[config.mk]
export PLATFORM = sky130hd
export DESIGN_NAME = uart_irq_enable_dma_ready
export DESIGN_NICKNAME = d
export VERILOG_FILES = /design/src/uart_irq_pkg.sv /design/src/uart_irq_enable_dma_ready.sv /design/src/uart_pin_sync.sv
export SDC_FILE = /design/constraint.sdc
export NUM_CORES = 1
export LEC_CHECK = 0
export ABC_CLOCK_PERIOD_IN_PS = 4400
export BUFFER_PORTS_ARGS = -buffer_cell sky130_fd_sc_hd__buf_2
export CORE_UTILIZATION = 25
export DETAILED_ROUTE_END_ITERATION = 10
export RECOVER_POWER = 50
export SLEW_MARGIN = 10
export SYNTH_ARGS = -nofsm -noshare
export SYNTH_HDL_FRONTEND = slang
export SYNTH_HIERARCHICAL = 1
export SYNTH_SLANG_ARGS = --single-unit
[constraint.sdc]
create_clock -name clock -period 4.4 [get_ports clock]
set_input_delay 0.88 -clock clock [delete_from_list [all_inputs] [get_ports clock]]
set_output_delay 0.88 -clock clock [all_outputs]
set_load 0.05 [all_outputs]
[src/uart_irq_pkg.sv]
package uart_irq_pkg;

  // ----------------------------------------------------------------
  // Register addresses (A2..A0)
  // ----------------------------------------------------------------
  localparam logic [2:0] ADDR_DATA   = 3'h0;
  localparam logic [2:0] ADDR_IER    = 3'h1;
  localparam logic [2:0] ADDR_FCR    = 3'h2;
  localparam logic [2:0] ADDR_LSR    = 3'h5;
  localparam logic [2:0] ADDR_MSR    = 3'h6;

  // ----------------------------------------------------------------
  // Field positions
  // ----------------------------------------------------------------
  localparam int IER_RX      = 0;
  localparam int IER_TX      = 1;
  localparam int IER_LS      = 2;
  localparam int IER_MS      = 3;
  localparam int FCR_EN      = 0;
  localparam int FCR_DMA     = 3;
  localparam int FCR_TRIG_LO = 6;
  localparam int FCR_TRIG_HI = 7;

  // ----------------------------------------------------------------
  // Reset values
  // ----------------------------------------------------------------
  localparam logic [3:0] IER_RESET = 4'h0;
  localparam logic [7:0] FCR_RESET = 8'h00;
  localparam logic [7:0] ISR_RESET = 8'h01;
  localparam logic [7:0] BYTE_ZERO = 8'h00;

  // ----------------------------------------------------------------
  // Interrupt source codes, INTERRUPT_SOURCE_REG bits 3:0
  // ----------------------------------------------------------------
  localparam logic [3:0] ISR_NONE = 4'h1;
  localparam logic [3:0] ISR_LS   = 4'h6;
  localparam logic [3:0] ISR_RX   = 4'h4;
  localparam logic [3:0] ISR_TX   = 4'h2;
  localparam logic [3:0] ISR_MS   = 4'h0;

  // ----------------------------------------------------------------
  // FIFO size and default trigger levels
  // ----------------------------------------------------------------
  localparam int FIFO_DEPTH   = 16;
  localparam int CNT_W        = 5;
  localparam int TRIG_DEF_0   = 1;
  localparam int TRIG_DEF_1   = 4;
  localparam int TRIG_DEF_2   = 8;
  localparam int TRIG_DEF_3   = 14;

  typedef enum logic [0:0] {
    BUS_IDLE   = 1'b0,
    BUS_ACTIVE = 1'b1
  } bus_state_t;

endpackage : uart_irq_pkg

[src/uart_irq_enable_dma_ready.sv]
// Overview of operation
// - Enabled pending sources drive interrupt pin
// - Modem delta flags raise modem interrupt
// - Line error flags raise line interrupt
// - Transmit empty raises transmit interrupt
// - Transmit empty reported at level three
// - Non-FIFO receive interrupt follows holding data
// - FIFO receive interrupt follows trigger level
// - Interrupt enables reset to zero
// - Receive status follows trigger level condition
// - Data ready set on load, clear empty
// - FIFO-mode transmit empty cleared by source read or data write
// - All enables clear means no interrupts
// - Line bits four-one show error type
// - Bit five FIFO empty, six all empty
// - Bit seven shows FIFO data error
// - Mode zero transmit ready low when empty
// - Mode zero receive ready low on data
// - Mode one transmit ready low if space
// - Mode one receive irq at trigger, fills
// - Mode one receive ready latched until empty
// - Mode zero transmit ready high after write
// - Mode one transmit ready high only full
//
`timescale 1ns/1ps
`default_nettype none

module uart_irq_enable_dma_ready
  import uart_irq_pkg::*;
#(
  parameter int DEPTH = uart_irq_pkg::FIFO_DEPTH,
  parameter int TRIG0 = uart_irq_pkg::TRIG_DEF_0,
  parameter int TRIG1 = uart_irq_pkg::TRIG_DEF_1,
  parameter int TRIG2 = uart_irq_pkg::TRIG_DEF_2,
  parameter int TRIG3 = uart_irq_pkg::TRIG_DEF_3
) (
  // Clock and reset
  input  wire logic                           clock,
  input  wire logic                           arst_n,
  // Host bus pins
  input  wire logic                           cs_n,
  input  wire logic                           read_not_write,
  input  wire logic [2:0]                     addr,
  input  wire logic [7:0]                     data_in,
  output logic      [7:0]                     data_out,
  output logic                                data_oe,
  // Receive FIFO side
  input  wire logic [uart_irq_pkg::CNT_W-1:0] rx_count,
  input  wire logic [7:0]                     rx_data,
  input  wire logic [3:0]                     rx_err_flags,
  input  wire logic                           rx_fifo_err,
  output logic                                rx_pop,
  output logic                                line_state_read,
  // Transmit FIFO side
  input  wire logic [uart_irq_pkg::CNT_W-1:0] tx_count,
  input  wire logic                           tx_shift_empty,
  output logic                                tx_push,
  output logic      [7:0]                     tx_data,
  // Modem status
  input  wire logic [3:0]                     modem_lines,
  input  wire logic [3:0]                     modem_delta,
  output logic                                modem_state_read,
  // Interrupt and DMA pins
  output logic                                irq,
  output logic                                tx_dma_request_n,
  output logic                                rx_dma_request_n
);

  import uart_irq_pkg::*;

  localparam logic [CNT_W-1:0] CNT_ZERO = '0;
  localparam logic [CNT_W-1:0] CNT_FULL = CNT_W'(DEPTH);

  // ----------------------------------------------------------------
  // Reset release
  // ----------------------------------------------------------------
  logic rst_meta_q;
  logic rst_n_q;

  always_ff @(posedge clock or negedge arst_n) begin
    if (!arst_n) begin
      rst_meta_q <= 1'b0;
      rst_n_q    <= 1'b0;
    end else begin
      rst_meta_q <= 1'b1;
      rst_n_q    <= rst_meta_q;
    end
  end

  // ----------------------------------------------------------------
  // Bus pin synchronisers
  // ----------------------------------------------------------------
  logic [12:0] pins_async;
  logic [12:0] pins_sync;
  logic        cs_n_s;
  logic        rnw_s;
  logic [2:0]  addr_s;
  logic [7:0]  wdata_s;

  // Select travels active high so the flops' reset value reads as idle
  assign pins_async = {~cs_n, read_not_write, addr, data_in};

  uart_pin_sync #(
    .W        (13)
  ) u_pin_sync (
    .clock    (clock),
    .rst_n    (rst_n_q),
    .async_in (pins_async),
    .sync_out (pins_sync)
  );

  assign cs_n_s  = !pins_sync[12];
  assign rnw_s   = pins_sync[11];
  assign addr_s  = pins_sync[10:8];
  assign wdata_s = pins_sync[7:0];

  // ----------------------------------------------------------------
  // Bus access tracking
  // ----------------------------------------------------------------
  bus_state_t bus_state_q;
  bus_state_t bus_state_d;
  logic       access;
  logic       rd_acc;
  logic       wr_acc;

  always_comb begin
    bus_state_d = bus_state_q;
    case (bus_state_q)
      BUS_IDLE: begin
        if (!cs_n_s) begin
          bus_state_d = BUS_ACTIVE;
        end
      end
      BUS_ACTIVE: begin
        if (cs_n_s) begin
          bus_state_d = BUS_IDLE;
        end
      end
      default: begin
        bus_state_d = BUS_IDLE;
      end
    endcase
  end

  always_ff @(posedge clock or negedge rst_n_q) begin
    if (!rst_n_q) begin
      bus_state_q <= BUS_IDLE;
    end else begin
      bus_state_q <= bus_state_d;
    end
  end

  // One access per chip-select assertion
  assign access = (bus_state_q == BUS_IDLE) && !cs_n_s;
  assign rd_acc = access && rnw_s;
  assign wr_acc = access && !rnw_s;

  // ----------------------------------------------------------------
  // Control registers
  // ----------------------------------------------------------------
  logic [3:0] ier_q;
  logic [7:0] fcr_q;

  always_ff @(posedge clock or negedge rst_n_q) begin
    if (!rst_n_q) begin
      ier_q <= IER_RESET;
    end else if (wr_acc && addr_s == ADDR_IER) begin
      ier_q <= wdata_s[3:0];
    end
  end

  always_ff @(posedge clock or negedge rst_n_q) begin
    if (!rst_n_q) begin
      fcr_q <= FCR_RESET;
    end else if (wr_acc && addr_s == ADDR_FCR) begin
      fcr_q <= {wdata_s[FCR_TRIG_HI:FCR_TRIG_LO], 2'h0,
                wdata_s[FCR_DMA], 2'h0, wdata_s[FCR_EN]};
    end
  end

  // ----------------------------------------------------------------
  // Status conditions
  // ----------------------------------------------------------------
  logic             fifo_en;
  logic             dma_mode1;
  logic [CNT_W-1:0] trig_level;
  logic             rx_at_trig;
  logic             rx_nonempty;
  logic             tx_empty;
  logic             tx_full;
  logic [7:0]       line_state_reg;

  assign fifo_en   = fcr_q[FCR_EN];
  assign dma_mode1 = fcr_q[FCR_EN] && fcr_q[FCR_DMA];

  always_comb begin
    case (fcr_q[FCR_TRIG_HI:FCR_TRIG_LO])
      2'h0:    trig_level = CNT_W'(TRIG0);
      2'h1:    trig_level = CNT_W'(TRIG1);
      2'h2:    trig_level = CNT_W'(TRIG2);
      default: trig_level = CNT_W'(TRIG3);
    endcase
  end

  assign rx_at_trig  = rx_count >= trig_level;
  assign rx_nonempty = rx_count != CNT_ZERO;
  assign tx_empty    = tx_count == CNT_ZERO;
  assign tx_full     = tx_count >= CNT_FULL;

  assign line_state_reg[0]   = rx_nonempty;
  assign line_state_reg[4:1] = rx_err_flags;
  assign line_state_reg[5]   = tx_empty;
  assign line_state_reg[6]   = tx_empty && tx_shift_empty;
  assign line_state_reg[7]   = fifo_en && rx_fifo_err;

  // ----------------------------------------------------------------
  // Interrupt sources
  // ----------------------------------------------------------------
  logic src_ls;
  logic src_rx;
  logic src_tx;
  logic src_ms;
  logic tx_empty_irq_q;
  logic tx_empty_prev_q;
  logic tx_set;
  logic tx_clr;
  logic [3:0] isr_code;

  assign src_ls = ier_q[IER_LS] && (|rx_err_flags);
  assign src_ms = ier_q[IER_MS] && (|modem_delta);
  // Level compare in FIFO mode, holding data otherwise
  assign src_rx = ier_q[IER_RX] &&
                  (fifo_en ? rx_at_trig : rx_nonempty);
  assign src_tx = ier_q[IER_TX] &&
                  (fifo_en ? tx_empty_irq_q : tx_empty);

  // Sticky empty event in FIFO mode; a new event beats a clear
  assign tx_set = tx_empty && !tx_empty_prev_q;
  assign tx_clr = (wr_acc && addr_s == ADDR_DATA) ||
                  (rd_acc && addr_s == ADDR_FCR &&
                   isr_code == ISR_TX);

  always_ff @(posedge clock or negedge rst_n_q) begin
    if (!rst_n_q) begin
      tx_empty_prev_q <= 1'b0;
    end else begin
      tx_empty_prev_q <= tx_empty;
    end
  end

  always_ff @(posedge clock or negedge rst_n_q) begin
    if (!rst_n_q) begin
      tx_empty_irq_q <= 1'b0;
    end else if (tx_set) begin
      tx_empty_irq_q <= 1'b1;
    end else if (tx_clr) begin
      tx_empty_irq_q <= 1'b0;
    end
  end

  // ----------------------------------------------------------------
  // Priority encoding
  // ----------------------------------------------------------------
  always_comb begin
    if (src_ls) begin
      isr_code = ISR_LS;
    end else if (src_rx) begin
      isr_code = ISR_RX;
    end else if (src_tx) begin
      isr_code = ISR_TX;
    end else if (src_ms) begin
      isr_code = ISR_MS;
    end else begin
      isr_code = ISR_NONE;
    end
  end

  always_ff @(posedge clock or negedge rst_n_q) begin
    if (!rst_n_q) begin
      irq <= 1'b0;
    end else begin
      // No enable bit set means no interrupt at all
      irq <= src_ls || src_rx || src_tx || src_ms;
    end
  end

  // ----------------------------------------------------------------
  // Register read path
  // ----------------------------------------------------------------
  logic [7:0] rd_mux;

  always_comb begin
    case (addr_s)
      ADDR_DATA: rd_mux = rx_data;
      ADDR_IER:  rd_mux = {4'h0, ier_q};
      ADDR_FCR:  rd_mux = {fifo_en, fifo_en, 2'h0, isr_code};
      ADDR_LSR:  rd_mux = line_state_reg;
      ADDR_MSR:  rd_mux = {modem_lines, modem_delta};
      default:   rd_mux = BYTE_ZERO;
    endcase
  end

  always_ff @(posedge clock or negedge rst_n_q) begin
    if (!rst_n_q) begin
      data_out <= BYTE_ZERO;
    end else if (rd_acc) begin
      data_out <= rd_mux;
    end
  end

  always_ff @(posedge clock or negedge rst_n_q) begin
    if (!rst_n_q) begin
      data_oe <= 1'b0;
    end else begin
      data_oe <= !cs_n_s && rnw_s;
    end
  end

  // ----------------------------------------------------------------
  // Side-effect strobes
  // ----------------------------------------------------------------
  always_ff @(posedge clock or negedge rst_n_q) begin
    if (!rst_n_q) begin
      rx_pop           <= 1'b0;
      line_state_read  <= 1'b0;
      modem_state_read <= 1'b0;
      tx_push          <= 1'b0;
    end else begin
      rx_pop           <= rd_acc && addr_s == ADDR_DATA;
      line_state_read  <= rd_acc && addr_s == ADDR_LSR;
      modem_state_read <= rd_acc && addr_s == ADDR_MSR;
      tx_push          <= wr_acc && addr_s == ADDR_DATA;
    end
  end

  always_ff @(posedge clock or negedge rst_n_q) begin
    if (!rst_n_q) begin
      tx_data <= BYTE_ZERO;
    end else if (wr_acc && addr_s == ADDR_DATA) begin
      tx_data <= wdata_s;
    end
  end

  // ----------------------------------------------------------------
  // DMA ready pins
  // ----------------------------------------------------------------
  logic rx_req_mode1_q;

  // Mode one receive request latches at trigger, drops when empty
  always_ff @(posedge clock or negedge rst_n_q) begin
    if (!rst_n_q) begin
      rx_req_mode1_q <= 1'b0;
    end else if (rx_at_trig) begin
      rx_req_mode1_q <= 1'b1;
    end else if (!rx_nonempty) begin
      rx_req_mode1_q <= 1'b0;
    end
  end

  always_ff @(posedge clock or negedge rst_n_q) begin
    if (!rst_n_q) begin
      tx_dma_request_n <= 1'b1;
    end else if (dma_mode1) begin
      tx_dma_request_n <= tx_full;
    end else begin
      tx_dma_request_n <= !tx_empty;
    end
  end

  always_ff @(posedge clock or negedge rst_n_q) begin
    if (!rst_n_q) begin
      rx_dma_request_n <= 1'b1;
    end else if (dma_mode1) begin
      // Latch only counts while data remains, so the pin rises with empty
      rx_dma_request_n <= !((rx_req_mode1_q && rx_nonempty) || rx_at_trig);
    end else begin
      rx_dma_request_n <= !rx_nonempty;
    end
  end

endmodule : uart_irq_enable_dma_ready

`default_nettype wire

[src/uart_pin_sync.sv]
`timescale 1ns/1ps
`default_nettype none

module uart_pin_sync #(
  parameter int W = 1
) (
  // Clock and reset
  input  wire logic         clock,
  input  wire logic         rst_n,
  // Data
  input  wire logic [W-1:0] async_in,
  output logic      [W-1:0] sync_out
);

  logic [W-1:0] meta_q;

  // ----------------------------------------------------------------
  // Two-stage synchroniser; first stage feeds only the second
  // ----------------------------------------------------------------
  always_ff @(posedge clock or negedge rst_n) begin
    if (!rst_n) begin
      meta_q   <= '0;
      sync_out <= '0;
    end else begin
      meta_q   <= async_in;
      sync_out <= meta_q;
    end
  end

endmodule : uart_pin_sync

`default_nettype wire
==> impl_metrics.csv <==
group,metric,value,unit
grt,antenna_found_initial,0,
yosys,yosys.area.top_type,"dfrtp_1",
drt,drt_iter0_drc,42,
placement,gp_congestion,0.8137,
sta,finalSetupViolCount,0,
yosys,synth_compound_area_share,12.20,%
setup_path,cp.arrival,2480,ps
setup_path,cp.required,4610,ps
yosys,ys_warn_count,6,
floorplanning,start_util,25.70,%
cts,clock_latency,330,ps
power,p_sw_share,30.72,%
power,ir_worst_vdd,162.6,uV
final_layout,final_cells,423,
hold_path,hold_class,"in2async",
placement,dp.final_hpwl,4242,um
sta,fmax,441.5,MHz
power,total_power,1361,uW
setup_path,crit_fanout,14,
drt,drtPass1Iterations,4,
grt,grt-ovfl-total,0,
yosys,synthTopCellsByArea,"dfrtp_1 62%, nand2_1 5.1%, mux2_2 4.9%",
cts,cts_resized,0,
floorplanning,die_h,102.2,um
floorplanning,coreArea,0.009774,mm^2
final_layout,nNetsFinal,337,
sta,max_slew_margin,47.16,%
yosys,synth_top_flop_cell,"dfrtp_1",
yosys,muxShareOfSynthArea,5.727,%
setup_path,startpoint,"u_pin_sync/sync_out[9]",
final_layout,syn_to_final_growth,25.60,%
setup_path,startpoint_type,"flip-flop",
sta,skew,8.436,ps
setup_path,worst_path_largest_cell_delay,610,ps
power,p_int,943.1,uW
placement,dpl.cell_count,408,
setup_path,worstSetupEndpointType,"flip-flop",
grt,grt_pass1_vias,1898,
final_layout,regArea,0.001605,mm^2
final_layout,multiInputGateArea,835.8,um^2
drt,antenna_left,0,
setup_path,crit_chain,"nor2b_1 > or3b_4 > or2_0 > a32oi_1 > o21ai_1",
power,power_density,431.4,mW/mm^2
cts,clock_tree.buffer_depth,2,
cts,cts_tree,"done",
cts,cts_made_buffers,9,
yosys,synth_xor_xnor_area_share,0,%
yosys,syn_area,0.002512,mm^2
setup_path,path_class,"reg2reg",
drt,vias,1873,
yosys,synthAdderAreaFrac,1.992,%
power,pwr-share-comb,18.8,%
setup_path,critical-path-slowest-cell,"dfrtp_1",
floorplanning,row_count,36,
power,pwr-share-clk,30.8,%
yosys,synth_common_cells,"62 x dfrtp_1, 34 x nand2_1, 13 x nor2_1",
yosys,synth_top_area_share,61.75,%
final_layout,nFillCells,1038,
yosys,syn_nets,264,
grt,track_usage,12.10,%
yosys,synth_seq_cells,64,
cts,postCtsSetupRepairBufs,0,
floorplanning,dieArea,0.01045,mm^2
sta,finalCritPeriodShare,51.48,%
sta,final_max_slew_viol_count,0,
yosys,syn_inst,213,
cts,clk_pin_slew,70,ps
cts,holdBufCountCts,0,
drt,drc,0,
yosys,synthArstFlopShare,100.0,%
cts,clock-sinks,64,
sta,worst_slew_pin_slew,790.8,ps
cts,htree_num_levels,3,
sta,grt_setup_unrepaired,"no",
job,maxCapViolations,0,
placement,portBuffers,70,
setup_path,r2r-start,"u_pin_sync/sync_out[9]",
sta,fin_crit,2265,ps
final_layout,drive_gt1_share,33.45,%
yosys,synthDistinctLibCells,42,
yosys,synth_edf_count,0,
sta,fin_tns_setup,0,ps
yosys,synth-simple-area-share,13.20,%
floorplanning,io_pins,71,
sta,hold_violations,0,
power,power_leakage,0.001511,uW
yosys,synth_seq_area_share,63.84,%
drt,post_drt_via_cell_ratio,4.428,
grt,grt_pass1_wl,9321,um
cts,clockRootBuffer,"clkbuf_8",
floorplanning,die_x,102.2,um
drt,post_drt_wl_per_cell,13.87,um
yosys,avgSynthCellArea,11.80,um^2
run_status,status,"finished clean",
yosys,post-synth-top-count-cell,"dfrtp_1",
drt,wl,5867,um
grt,grt_max_degree,63,
power,seq_power_share,50.4,%
yosys,synth_top_family_by_area,"simple AND/OR/NAND/NOR gates",
power,switching_power,418.2,uW
final_layout,diodes,0,
[metrics by stage]
| step | utilization [%] | hold slack [ps] | setup WS (ps) | cell area [um^2] |
|---|---|---|---|---|
| 3_3_place_gp | 30.68 | 333.1 | 1927 | 2999 |
| 6_report | 32.28 | 319.2 | 2135 | 3156 |
| 5_1_grt | 32.28 | 300.8 | 1955 | 3156 |
| 4_1_cts | 32.30 | 296.4 | 2152 | 3157 |
| 2_1_floorplan | - | 331.2 | 2180 | 2512 |
| 3_5_place_dp | 30.68 | 334.7 | 1862 | 2999 |
[worst max-delay path: cells and delay by family, from the launching register on]
family,cells,cell delay (ps)
AND/OR/NAND/NOR,3,1260
flip-flops,1,610
AO/OA/AOI/OAI,2,280
[final timing paths]
path                                           end  slack, ps  depth (start not counted)
max                                 tx_empty_irq_q       2130                          5
min                                     rst_meta_q        320                          1
max reg2reg                         tx_empty_irq_q       2130                          5
min reg2reg                u_pin_sync/sync_out[11]        350                          0
max in group asynchronous   u_pin_sync/sync_out[8]       3450                          1
min in group clock         u_pin_sync/sync_out[11]        350                          0
[kinds of logic after synthesis]
kind of cell / count (synthesis)
AOI/OAI and AO/OA: 43
adders and majority gates: 4
buffers and inverters: 18
DFF: 64
muxes: 13
other: 1
and+or+nand+nor: 70
[power groups by stage]
stage	sequential, uW	combinational (uW)	clock [uW]
floorplan	781	90.2	0
finish	685	256	420
global route	693	280	469
detailed placement	696	259	0
CTS	686	259	438
global placement	695	253	0
[sequential cells by signal, summed over array words and instances, names as in the netlist]
name and cells:
rx_req_mode1_q 1, tx_data 8, modem_state_read 1, u_pin_sync/sync_out 13, tx_push 1, tx_empty_irq_q 1
data_oe 1, u_pin_sync/meta_q 13, tx_empty_prev_q 1, rx_dma_request_n 1, irq 1, rst_meta_q 1
fcr_q 4, bus_state_q 1, ier_q 4, data_out 8, rst_n_q 1, line_state_read 1
rx_pop 1, tx_dma_request_n 1
[placed cells by master, fill, tap and decap left out, types with 3 or more instances in the layout]
cell type,instances
nor2_1,13
a22oi_1,6
buf_2,69
a211oi_1,4
nand2_1,34
clkbuf_1,5
dfrtp_1,61
clkbuf_8,10
inv_1,8
nor2b_1,3
mux2_2,11
a22o_1,5
nand3_1,4
nor3_1,3
a32oi_1,3
o21ai_0,9
nor3b_1,3
a31oi_1,3
ha_1,4
nand3b_1,3
[metal layers]
| layer | wire length, um | global-route usage, % |
|---|---|---|
| met5 | 0 | 0 |
| met4 | 146 | 6.374 |
| met3 | 326 | 4.036 |
| met2 | 2744 | 18.48 |
| met1 | 2649 | 15.19 |
[cell type report]
cell class	count	area share (%)
repair buffers	71	11.30
well taps	133	5.274
inverters	9	1.071
clock inverters	1	0.1586
flip-flops and latches	64	50.87
multi-input cells	131	26.49
clock buffers	14	4.837
Power figures use the tool's default switching activity.
